$ cat src/shared/dsc_cfg.svh
// Purpose : offsets, field positions, reset values and timing counts of the deep sleep controller
// Assumes : 8-bit register port, byte addresses as printed
// Notes   : definitions only
`ifndef DSC_CFG_SVH
`define DSC_CFG_SVH

`define DSC_ADDR_W        12
`define DSC_DATA_W        8
`define DSC_PIN_W         8

`define DSC_OFF_WAKE_LO   12'hF4A
`define DSC_OFF_WAKE_HI   12'hF4B
`define DSC_OFF_CTRL_LO   12'hF4C
`define DSC_OFF_CTRL_HI   12'hF4D
`define DSC_OFF_PERSIST0  12'hF4E
`define DSC_OFF_PERSIST1  12'hF4F
`define DSC_OFF_EXIT      12'hF50

`define DSC_CTRL_LO_RST   8'h00
`define DSC_CTRL_HI_RST   8'h00
`define DSC_WAKE_LO_RST   8'h01

`define DSC_HI_DEEP_SLEEP_ENABLE       7
`define DSC_HI_RESERVED   2
`define DSC_HI_ULPEN      1
`define DSC_HI_ALARM_DIS  0
`define DSC_LO_ULP_DIS    2
`define DSC_LO_BOR_STAT   1
`define DSC_LO_RELEASE    0

`define DSC_CFG_PS_MSB    7
`define DSC_CFG_PS_LSB    4
`define DSC_CFG_WDT_EN    3
`define DSC_CFG_BOR_EN    2
`define DSC_CFG_CAL_SRC   1
`define DSC_CFG_WDT_SRC   0

`define DSC_DEEP_SLEEP_ENABLE_LIFE     2'd2
`define DSC_CLK_PS        8000
`define DSC_POR_NS        1000
`define DSC_POR_CYC       ((`DSC_POR_NS * 1000 + `DSC_CLK_PS - 1) / `DSC_CLK_PS)
`define DSC_POR_CNT_W     8

`define DSC_WDT_CNT_W     37
`define DSC_WDT_BASE_LOG2 6
`define DSC_WDT_STEP_LOG2 2

`endif

$ cat src/shared/dsc_pkg.sv
// Purpose : shared types of the deep sleep controller
// Assumes : dsc_cfg.svh supplies widths
// Notes   : state codes are one-hot
`include "dsc_cfg.svh"
package dsc_pkg;

  typedef enum logic [3:0] {
    DSC_RUN   = 4'h1,
    DSC_SLEEP = 4'h2,
    DSC_DEEP  = 4'h4,
    DSC_POR   = 4'h8
  } dsc_state_type;

  // direction (1 = input) and output level of the general pins
  typedef struct packed {
    logic [`DSC_PIN_W-1:0] dir;
    logic [`DSC_PIN_W-1:0] lvl;
  } dsc_pins_type;

  // logged wake sources, one bit each
  typedef struct packed {
    logic fault;
    logic ulp;
    logic wdt;
    logic rtc;
    logic master_clear_pin;
    logic ext;
  } dsc_wake_type;

endpackage

$ cat src/logic/dsc_top.sv
// Purpose : deep sleep entry, pin hold, wake logging and wake reset sequencing
// Assumes : sleep_instr_i is one cycle per executed sleep; one clock cycle is one instruction cycle
// Notes   : rst_i stands for supply first applied; wake resets are generated here
//
// Implementation choice: strobed register access.
`timescale 1ns/1ps
`include "dsc_cfg.svh"
module dsc_top
  import dsc_pkg::*;
(
  input  wire logic                   ref_clk_i,           // 125 MHz clock
  input  wire logic                   rst_i,               // async reset, active high
  input  wire logic [`DSC_ADDR_W-1:0] addr_i,              // register byte address
  input  wire logic [`DSC_DATA_W-1:0] wr_data_i,           // write data
  input  wire logic                   wr_i,                // write strobe
  input  wire logic                   rd_i,                // read strobe
  output logic      [`DSC_DATA_W-1:0] rd_data_o,           // read data, cycle after rd_i
  input  wire logic [7:0]             config_word_low_i,   // configuration word
  input  wire logic                   sleep_instr_i,       // sleep instruction executed
  input  wire dsc_pins_type           pins_i,              // direction and level from core
  output logic      [`DSC_PIN_W-1:0]  pad_o,               // pad output level
  output logic      [`DSC_PIN_W-1:0]  pad_oe_o,            // pad output enable
  input  wire logic                   irc_tick_i,          // internal rc tick
  input  wire logic                   sosc_tick_i,         // secondary oscillator tick
  input  wire logic                   master_clear_i,      // master clear asserted
  input  wire logic                   alarm_i,             // calendar alarm
  input  wire logic                   ext_int_i,           // external interrupt pin event
  input  wire logic                   ulp_i,               // ultra-low-power wake event
  input  wire logic                   fault_i,             // internal node fault
  input  wire logic                   supply_below_arm_i,  // supply under brown-out arming level
  input  wire logic                   supply_below_trip_i, // supply under trip and power-on levels
  output logic                        core_reset_o,        // core held in reset
  output logic                        deep_sleep_o,        // regulator off
  output logic                        sleep_o,             // ordinary sleep
  output logic                        calendar_tick_o      // calendar clock tick
);

  dsc_state_type              state_q;
  logic                       deep_sleep_enable_q;
  logic [1:0]                 deep_sleep_enable_age_q;
  logic                       ulpen_q;
  logic                       alarm_dis_q;
  logic                       ulp_dis_q;
  logic                       bor_stat_q;
  logic                       hold_q;
  dsc_pins_type               snap_q;
  dsc_wake_type               wake_q;
  logic                       por_bit_q;
  logic                       exit_flag_q;
  logic [`DSC_DATA_W-1:0]     persist_q [2];
  logic [`DSC_POR_CNT_W-1:0]  por_cnt_q;
  dsc_wake_type               wake_raw;
  dsc_wake_type               wake_first;
  logic                       wdt_timeout;
  logic                       in_deep;
  logic                       enter_deep;
  logic                       wake_any;
  logic                       bor_trip;
  logic                       wr_hi;
  logic                       wr_lo;

  // keep the earliest source only; simultaneous events resolve by fixed order
  function automatic dsc_wake_type pick_first(input dsc_wake_type w);
    dsc_wake_type r;
    r = '0;
    if (w.fault)     r.fault = 1'b1;
    else if (w.master_clear_pin) r.master_clear_pin  = 1'b1;
    else if (w.wdt)  r.wdt   = 1'b1;
    else if (w.rtc)  r.rtc   = 1'b1;
    else if (w.ext)  r.ext   = 1'b1;
    else if (w.ulp)  r.ulp   = 1'b1;
    return r;
  endfunction

  // decodes and wake qualification
  assign in_deep    = (state_q == DSC_DEEP);
  assign enter_deep = (state_q == DSC_RUN) && sleep_instr_i && deep_sleep_enable_q;
  assign wr_hi      = wr_i && (addr_i == `DSC_OFF_CTRL_HI);
  assign wr_lo      = wr_i && (addr_i == `DSC_OFF_CTRL_LO);
  assign bor_trip   = config_word_low_i[`DSC_CFG_BOR_EN] && supply_below_trip_i;
  assign wake_raw.fault = fault_i;
  assign wake_raw.master_clear_pin  = master_clear_i;
  assign wake_raw.wdt   = wdt_timeout;
  assign wake_raw.rtc   = alarm_i && !alarm_dis_q;
  assign wake_raw.ext   = ext_int_i;
  assign wake_raw.ulp   = ulp_i && ulpen_q && !ulp_dis_q;
  assign wake_first = pick_first(wake_raw);
  assign wake_any   = |wake_raw;

  // calendar keeps its source through sleep; the controller only routes it
  assign calendar_tick_o = config_word_low_i[`DSC_CFG_CAL_SRC] ? sosc_tick_i : irc_tick_i;

  dsc_wdt u_wdt (
    .ref_clk_i   (ref_clk_i),
    .rst_i       (rst_i),
    .enable_i    (in_deep && config_word_low_i[`DSC_CFG_WDT_EN]),
    .clear_i     (enter_deep),
    .src_sel_i   (config_word_low_i[`DSC_CFG_WDT_SRC]),
    .irc_tick_i  (irc_tick_i),
    .sosc_tick_i (sosc_tick_i),
    .ps_sel_i    (config_word_low_i[`DSC_CFG_PS_MSB:`DSC_CFG_PS_LSB]),
    .timeout_o   (wdt_timeout)
  );

  // power state sequencing; every deep sleep exit passes through a reset
  always_ff @(posedge ref_clk_i or posedge rst_i) begin
    if (rst_i) begin
      state_q   <= DSC_RUN;
      por_cnt_q <= '0;
    end else begin
      unique case (state_q)
        DSC_RUN: begin
          if (sleep_instr_i) begin
            state_q <= deep_sleep_enable_q ? DSC_DEEP : DSC_SLEEP;
          end
        end
        DSC_SLEEP: begin
          if (ext_int_i || master_clear_i) begin
            state_q <= DSC_RUN;
          end
        end
        DSC_DEEP: begin
          if (wake_any || bor_trip) begin
            state_q   <= DSC_POR;
            por_cnt_q <= `DSC_POR_CNT_W'(`DSC_POR_CYC - 1);
          end
        end
        DSC_POR: begin
          if (por_cnt_q == '0) begin
            state_q <= DSC_RUN;
          end else begin
            por_cnt_q <= por_cnt_q - `DSC_POR_CNT_W'(1);
          end
        end
      endcase
    end
  end

  assign core_reset_o = (state_q == DSC_POR);
  assign deep_sleep_o = in_deep;
  assign sleep_o      = (state_q == DSC_SLEEP);

  // deep sleep enable: short life guards against accidental entry
  always_ff @(posedge ref_clk_i or posedge rst_i) begin
    if (rst_i) begin
      deep_sleep_enable_q     <= 1'b0;
      deep_sleep_enable_age_q <= '0;
    end else if (state_q == DSC_POR) begin
      deep_sleep_enable_q     <= 1'b0;
      deep_sleep_enable_age_q <= '0;
    end else if (wr_hi) begin
      deep_sleep_enable_q     <= wr_data_i[`DSC_HI_DEEP_SLEEP_ENABLE];
      deep_sleep_enable_age_q <= `DSC_DEEP_SLEEP_ENABLE_LIFE - 2'd1;
    end else if (deep_sleep_enable_q) begin
      if (deep_sleep_enable_age_q == '0) begin
        deep_sleep_enable_q <= 1'b0;
      end else begin
        deep_sleep_enable_age_q <= deep_sleep_enable_age_q - 2'd1;
      end
    end
  end

  // ordinary control bits return to power-on values on a wake reset
  always_ff @(posedge ref_clk_i or posedge rst_i) begin
    if (rst_i) begin
      ulpen_q     <= 1'b0;
      alarm_dis_q <= 1'b0;
      ulp_dis_q   <= 1'b0;
    end else if (state_q == DSC_POR) begin
      ulpen_q     <= 1'b0;
      alarm_dis_q <= 1'b0;
      ulp_dis_q   <= 1'b0;
    end else begin
      if (wr_hi) begin
        ulpen_q     <= wr_data_i[`DSC_HI_ULPEN];
        alarm_dis_q <= wr_data_i[`DSC_HI_ALARM_DIS];
      end
      if (wr_lo) begin
        ulp_dis_q <= wr_data_i[`DSC_LO_ULP_DIS];
      end
    end
  end

  // brown-out event status: armed but not tripped while asleep
  always_ff @(posedge ref_clk_i or posedge rst_i) begin
    if (rst_i) begin
      bor_stat_q <= 1'b0;
    end else if (enter_deep) begin
      bor_stat_q <= 1'b0;
    end else if (in_deep && config_word_low_i[`DSC_CFG_BOR_EN] && supply_below_arm_i && !supply_below_trip_i) begin
      bor_stat_q <= 1'b1;
    end else if (wr_lo && !wr_data_i[`DSC_LO_BOR_STAT]) begin
      bor_stat_q <= 1'b0;
    end
  end

  // pin hold: snapshot at entry, released by software, master clear or trip
  always_ff @(posedge ref_clk_i or posedge rst_i) begin
    if (rst_i) begin
      hold_q <= 1'b0;
      snap_q <= '0;
    end else if (enter_deep) begin
      hold_q <= 1'b1;
      snap_q <= pins_i;
    end else if (in_deep && (bor_trip || (master_clear_i && wake_first.master_clear_pin))) begin
      hold_q <= 1'b0;
    end else if (wr_lo && !wr_data_i[`DSC_LO_RELEASE] && !in_deep) begin
      hold_q <= 1'b0;
    end
  end

  // pads follow the snapshot while held, else the live core registers
  always_comb begin
    if (hold_q) begin
      pad_oe_o = ~snap_q.dir;
      pad_o    = snap_q.lvl;
    end else begin
      pad_oe_o = ~pins_i.dir;
      pad_o    = pins_i.lvl;
    end
  end

  // wake log: cleared at entry, set only in deep sleep, first source only
  always_ff @(posedge ref_clk_i or posedge rst_i) begin
    if (rst_i) begin
      wake_q    <= '0;
      por_bit_q <= 1'(`DSC_WAKE_LO_RST);
    end else if (enter_deep) begin
      wake_q    <= '0;
      por_bit_q <= 1'b0;
    end else if (in_deep && bor_trip) begin
      por_bit_q <= 1'b1;
    end else if (in_deep && wake_any) begin
      wake_q <= wake_first;
    end else begin
      if (wr_i && addr_i == `DSC_OFF_WAKE_LO) begin
        wake_q.fault <= wr_data_i[7];
        wake_q.ulp   <= wr_data_i[5];
        wake_q.wdt   <= wr_data_i[4];
        wake_q.rtc   <= wr_data_i[3];
        wake_q.master_clear_pin  <= wr_data_i[2];
        por_bit_q    <= wr_data_i[0];
      end
      if (wr_i && addr_i == `DSC_OFF_WAKE_HI) begin
        wake_q.ext <= wr_data_i[0];
      end
    end
  end

  // exit flag: hardware set wins over a software clear in the same cycle
  always_ff @(posedge ref_clk_i or posedge rst_i) begin
    if (rst_i) begin
      exit_flag_q <= 1'b0;
    end else if (in_deep && (wake_any || bor_trip)) begin
      exit_flag_q <= 1'b1;
    end else if (wr_i && addr_i == `DSC_OFF_EXIT && !wr_data_i[0]) begin
      exit_flag_q <= 1'b0;
    end
  end

  // persistent bytes survive wake resets; only a brown-out trip loses them
  always_ff @(posedge ref_clk_i or posedge rst_i) begin
    if (rst_i) begin
      persist_q[0] <= '0;
      persist_q[1] <= '0;
    end else if (in_deep && bor_trip) begin
      persist_q[0] <= '0;
      persist_q[1] <= '0;
    end else if (wr_i && addr_i == `DSC_OFF_PERSIST0) begin
      persist_q[0] <= wr_data_i;
    end else if (wr_i && addr_i == `DSC_OFF_PERSIST1) begin
      persist_q[1] <= wr_data_i;
    end
  end

  // read port: data one cycle after the strobe, zero otherwise
  always_ff @(posedge ref_clk_i or posedge rst_i) begin
    if (rst_i) begin
      rd_data_o <= '0;
    end else if (rd_i) begin
      unique case (addr_i)
        `DSC_OFF_WAKE_LO:  rd_data_o <= {wake_q.fault, 1'b0, wake_q.ulp, wake_q.wdt, wake_q.rtc,
                                         wake_q.master_clear_pin, 1'b0, por_bit_q};
        `DSC_OFF_WAKE_HI:  rd_data_o <= {7'h00, wake_q.ext};
        `DSC_OFF_CTRL_LO:  rd_data_o <= {5'h00, ulp_dis_q, bor_stat_q, hold_q};
        `DSC_OFF_CTRL_HI:  rd_data_o <= {deep_sleep_enable_q, 4'h0, 1'b0, ulpen_q, alarm_dis_q};
        `DSC_OFF_PERSIST0: rd_data_o <= persist_q[0];
        `DSC_OFF_PERSIST1: rd_data_o <= persist_q[1];
        `DSC_OFF_EXIT:     rd_data_o <= {7'h00, exit_flag_q};
        default:           rd_data_o <= 8'h00;
      endcase
    end else begin
      rd_data_o <= '0;
    end
  end
endmodule

$ cat src/logic/dsc_wdt.sv
// Purpose : deep sleep watchdog with four-bit postscaler
// Assumes : ticks are one-cycle enables synchronous to ref_clk_i
// Notes   : time-out after 2^(base + step*sel) ticks of the chosen source
`timescale 1ns/1ps
`include "dsc_cfg.svh"
module dsc_wdt
  import dsc_pkg::*;
(
  input  wire logic       ref_clk_i,    // system clock
  input  wire logic       rst_i,        // async reset, active high
  input  wire logic       enable_i,     // watchdog enabled and in deep sleep
  input  wire logic       clear_i,      // clear count, one-cycle pulse
  input  wire logic       src_sel_i,    // 1 = secondary oscillator, 0 = internal rc
  input  wire logic       irc_tick_i,   // internal rc tick
  input  wire logic       sosc_tick_i,  // secondary oscillator or clock input tick
  input  wire logic [3:0] ps_sel_i,     // postscale select
  output logic            timeout_o     // time-out, one-cycle pulse
);

  logic [`DSC_WDT_CNT_W-1:0] count_q;
  logic [`DSC_WDT_CNT_W-1:0] limit;
  logic                      tick;

  // wide counter instead of a prescaler chain keeps every select exact
  assign tick  = src_sel_i ? sosc_tick_i : irc_tick_i;
  assign limit = `DSC_WDT_CNT_W'(1) << (`DSC_WDT_BASE_LOG2 + (32'(ps_sel_i) << `DSC_WDT_STEP_LOG2) / 2);

  // count ticks; cleared on every entry
  always_ff @(posedge ref_clk_i or posedge rst_i) begin
    if (rst_i) begin
      count_q   <= '0;
      timeout_o <= 1'b0;
    end else if (clear_i || !enable_i) begin
      count_q   <= '0;
      timeout_o <= 1'b0;
    end else begin
      timeout_o <= 1'b0;
      if (tick) begin
        if (count_q == limit - `DSC_WDT_CNT_W'(1)) begin
          count_q   <= '0;
          timeout_o <= 1'b1;
        end else begin
          count_q <= count_q + `DSC_WDT_CNT_W'(1);
        end
      end
    end
  end

endmodule

$ cat config.mk
export PLATFORM = sky130hd
export DESIGN_NAME = dsc_top
export DESIGN_NICKNAME = d
export VERILOG_FILES = /design/src/shared/dsc_pkg.sv /design/src/logic/dsc_top.sv /design/src/logic/dsc_wdt.sv
export VERILOG_INCLUDE_DIRS = /design/src /design/src/shared
export SDC_FILE = /design/constraint.sdc
export NUM_CORES = 1
export LEC_CHECK = 0
export ABC_CLOCK_PERIOD_IN_PS = 4700
export BUFFER_PORTS_ARGS = -buffer_cell sky130_fd_sc_hd__buf_2
export CORE_MARGIN = 8
export CORE_UTILIZATION = 64
export CTS_CLUSTER_SIZE = 30
export DETAILED_ROUTE_END_ITERATION = 8
export PLACE_DENSITY = 0.87
export SYNTH_ARGS = -nofsm -noshare
export SYNTH_HDL_FRONTEND = slang
export SYNTH_HIERARCHICAL = 1
export SYNTH_SLANG_ARGS = --single-unit
$ cat constraint.sdc
create_clock -name ref_clk_i -period 4.7 [get_ports ref_clk_i]
set_clock_uncertainty 0.1 [all_clocks]
set_input_delay 0.94 -clock ref_clk_i [delete_from_list [all_inputs] [get_ports ref_clk_i]]
set_output_delay 0.94 -clock ref_clk_i [all_outputs]
set_load 0.05 [all_outputs]
==> metrics <==
status complete, no violations; Rel. slew slack 33.4%; Cell Area, Synth 6840 um2; Synth Flop Type dfrtp_1; final non-filler cell total 972; largest area contributor in the netlist dfrtp_1; Placed Instances 956; Max-cap violations 0; CP top delay family compound AO/OA/AOI/OAI gates; Post-synth EDFFs 0; delay of the slowest critical-path stage 440 ps; CP Max Fanout 34; Vias/cell 6.51; final wirelength 18.6 mm; Worst setup EP type flop; routability cong. 0.924; kind of critical path primary input to flop; vias in the first global route 6147; minimum clock period 3590 ps; Final Util 71.9%; Initial Util 66.0%; xor/xnor share of the synthesized area 1.54%; min-delay worst type flop to flop; Seq/Total Area, Yosys 38.8%; maximum VDD drop 0.000149 V; main combinational cell family by area after synthesis simple AND/OR/NAND/NOR gates; CP Data Arrival Time 3770 ps; final worst-path cycle share 76.4%; CTS tree built; Gates resized, CTS repair 0; initial antenna violation count 0; FP Rows 37; DRC 0; Commonest cells post-synth 106 x nand2_1, 104 x dfrtp_1, 52 x nand3_1, 47 x nor2_1, 37 x a21oi_1; number of port buffers 85; wire per inst 19.1 um; simple-gate share of the synthesized area 26.6%; hold slack 385 ps; # diodes 0; Initial DRC Count 622; top-area cell type share of the netlist area 38.1%; Ys Warns 6; DRT antenna net count 0; post-synthesis compound-gate area fraction 18.9%; DP Wirelength 13.5 mm; most common cell in the netlist nand2_1; Die Span X 119 um; RSZ-0062 raised after global routing false; Die Height 119 um; FMAX 279 MHz; pwr/cell area 242 nW/um2; setup_tns 0 ps; worst path required time 4880 ps; Slowest-stage cell, CP buf_2; Final Hold Vio Count 0; CTS hold repair buffers 0; CP bufs+invs 2; register bit total from synthesis 106; total CTS buffers 9; clk_lat worst skew 380 ps; final setup vio count 0; IO Count 86; Reg clk slew, reported paths 110 ps; crit start category primary input; postcts setup bufs 0; GRT Util Overall 25.8%; proportion of synthesized area in mux cells 7.61%; Clock Tree Root clkbuf_8; # nets final 894; first-pass GRT wire length 30.4 mm; H-Tree Level Count 3; die area 14300 um2; Cells after Synth 774; synthesis-to-finish area growth 9.06%; clock sink count 106; drt first pass iters 5; detailed-route via count 6330; largest net degree at the start of global routing 45; layout cells sized above 1 18.8%; adder-cell share of the synthesized area 0.915%; Mapped Avg Cell Area 8.84 um2; Async SR Flop Fraction 100%; Worst Tran Pin Value 990 ps; final slew viol count 0; post-synth cell types 87; Leak 3.28 nW; clk buf depth 2; CORE AREA 10400 um2; top cells by area, synth dfrtp_1 38%, nand2_1 5.8%, mux2i_1 5.0%, nand3_1 3.8%, a21oi_1 2.7%; GRT Residual Overflow 0; CP Cell Sequence buf_2 > and2_1 > nand4b_4 > a2111oi_2 > nand4b_1 > nor4_4 > a21oi_2 > buf_4 > a21o_1 > a22o_1
-- worst min-delay path, stage by stage, from the launching register on --
cell	delay, ps
dfrtp_1	360
nand2_1	50
nand2_1	60
-- state kept, by name (all words and copies together) (netlist names), 2 cells and up --
| register | flops |
|---|---|
| persist_q | 16 |
| u_wdt/count_q | 37 |
| wake_q | 6 |
| state_q | 4 |
| snap_q | 16 |
| deep_sleep_enable_age_q | 2 |
| por_cnt_q | 8 |
| rd_data_o | 8 |
-- cell type report --
class	count	area, um2
well taps	136	170
fillers	793	2910
clock buffers	9	124
repair buffers	94	493
clock inverters	7	86.3
multi-input cells	588	3810
inverters	32	120
flip-flops and latches	106	2660
-- worst paths after layout --
check | from | end | slack (ps) | cells past startpoint
worst max-delay path | config_word_low_i[7] | u_wdt/count_q[34] | 1110 | 10
worst min-delay path | snap_q[1] | snap_q[1] | 390 | 2
worst max register to register | state_q[1] | u_wdt/count_q[33] | 1400 | 9
worst min register to register | snap_q[1] | snap_q[1] | 390 | 2
max in group asynchronous | rst_i | persist_q[2] | 2960 | 3
min in group asynchronous | rst_i | u_wdt/count_q[5] | 570 | 3
-- layout by cell type (no fill, tap or decap), types with 13 or more instances in the layout --
| master | count |
|---|---|
| nor3_1 | 13 |
| o21ai_0 | 34 |
| nand3_1 | 52 |
| a21oi_1 | 37 |
| mux2_2 | 14 |
| buf_2 | 85 |
| nand2_1 | 106 |
| nor2_1 | 47 |
| inv_1 | 31 |
| dfrtp_1 | 104 |
| mux2i_1 | 34 |
| nand4_1 | 15 |
-- power by group --
part | switching [mW] | internal (mW)
clock network | 0.371 | 0.218
logic | 0.173 | 0.0881
registers | 0.0235 | 0.933
-- per-stage QoR --
stage	area [um2]	setup WS, ps	power [mW]
global placement	7250	866	1.22
finish	7460	1110	1.81
CTS	7460	1140	1.82
detailed placement	7250	718	1.23
floorplan	6840	1450	1.16
global route	7460	896	1.88
-- logic make-up after synthesis --
| group | count (synthesis) |
|---|---|
| xor+xnor | 12 |
| buf+inv | 81 |
| fa+ha+maj | 5 |
| other cells | 1 |
| compound gates | 181 |
| mux | 49 |
| simple gates | 339 |
| flops | 106 |
-- routing by layer --
layer,up-vias,wire length (um),track usage [%]
li1,2944,-,-
met1,3041,7330,30.8
met2,293,9290,44.3
met3,52,1380,5.81
met4,0,560,10.6
met5,-,0,0
(Power assumes the default switching activity.)
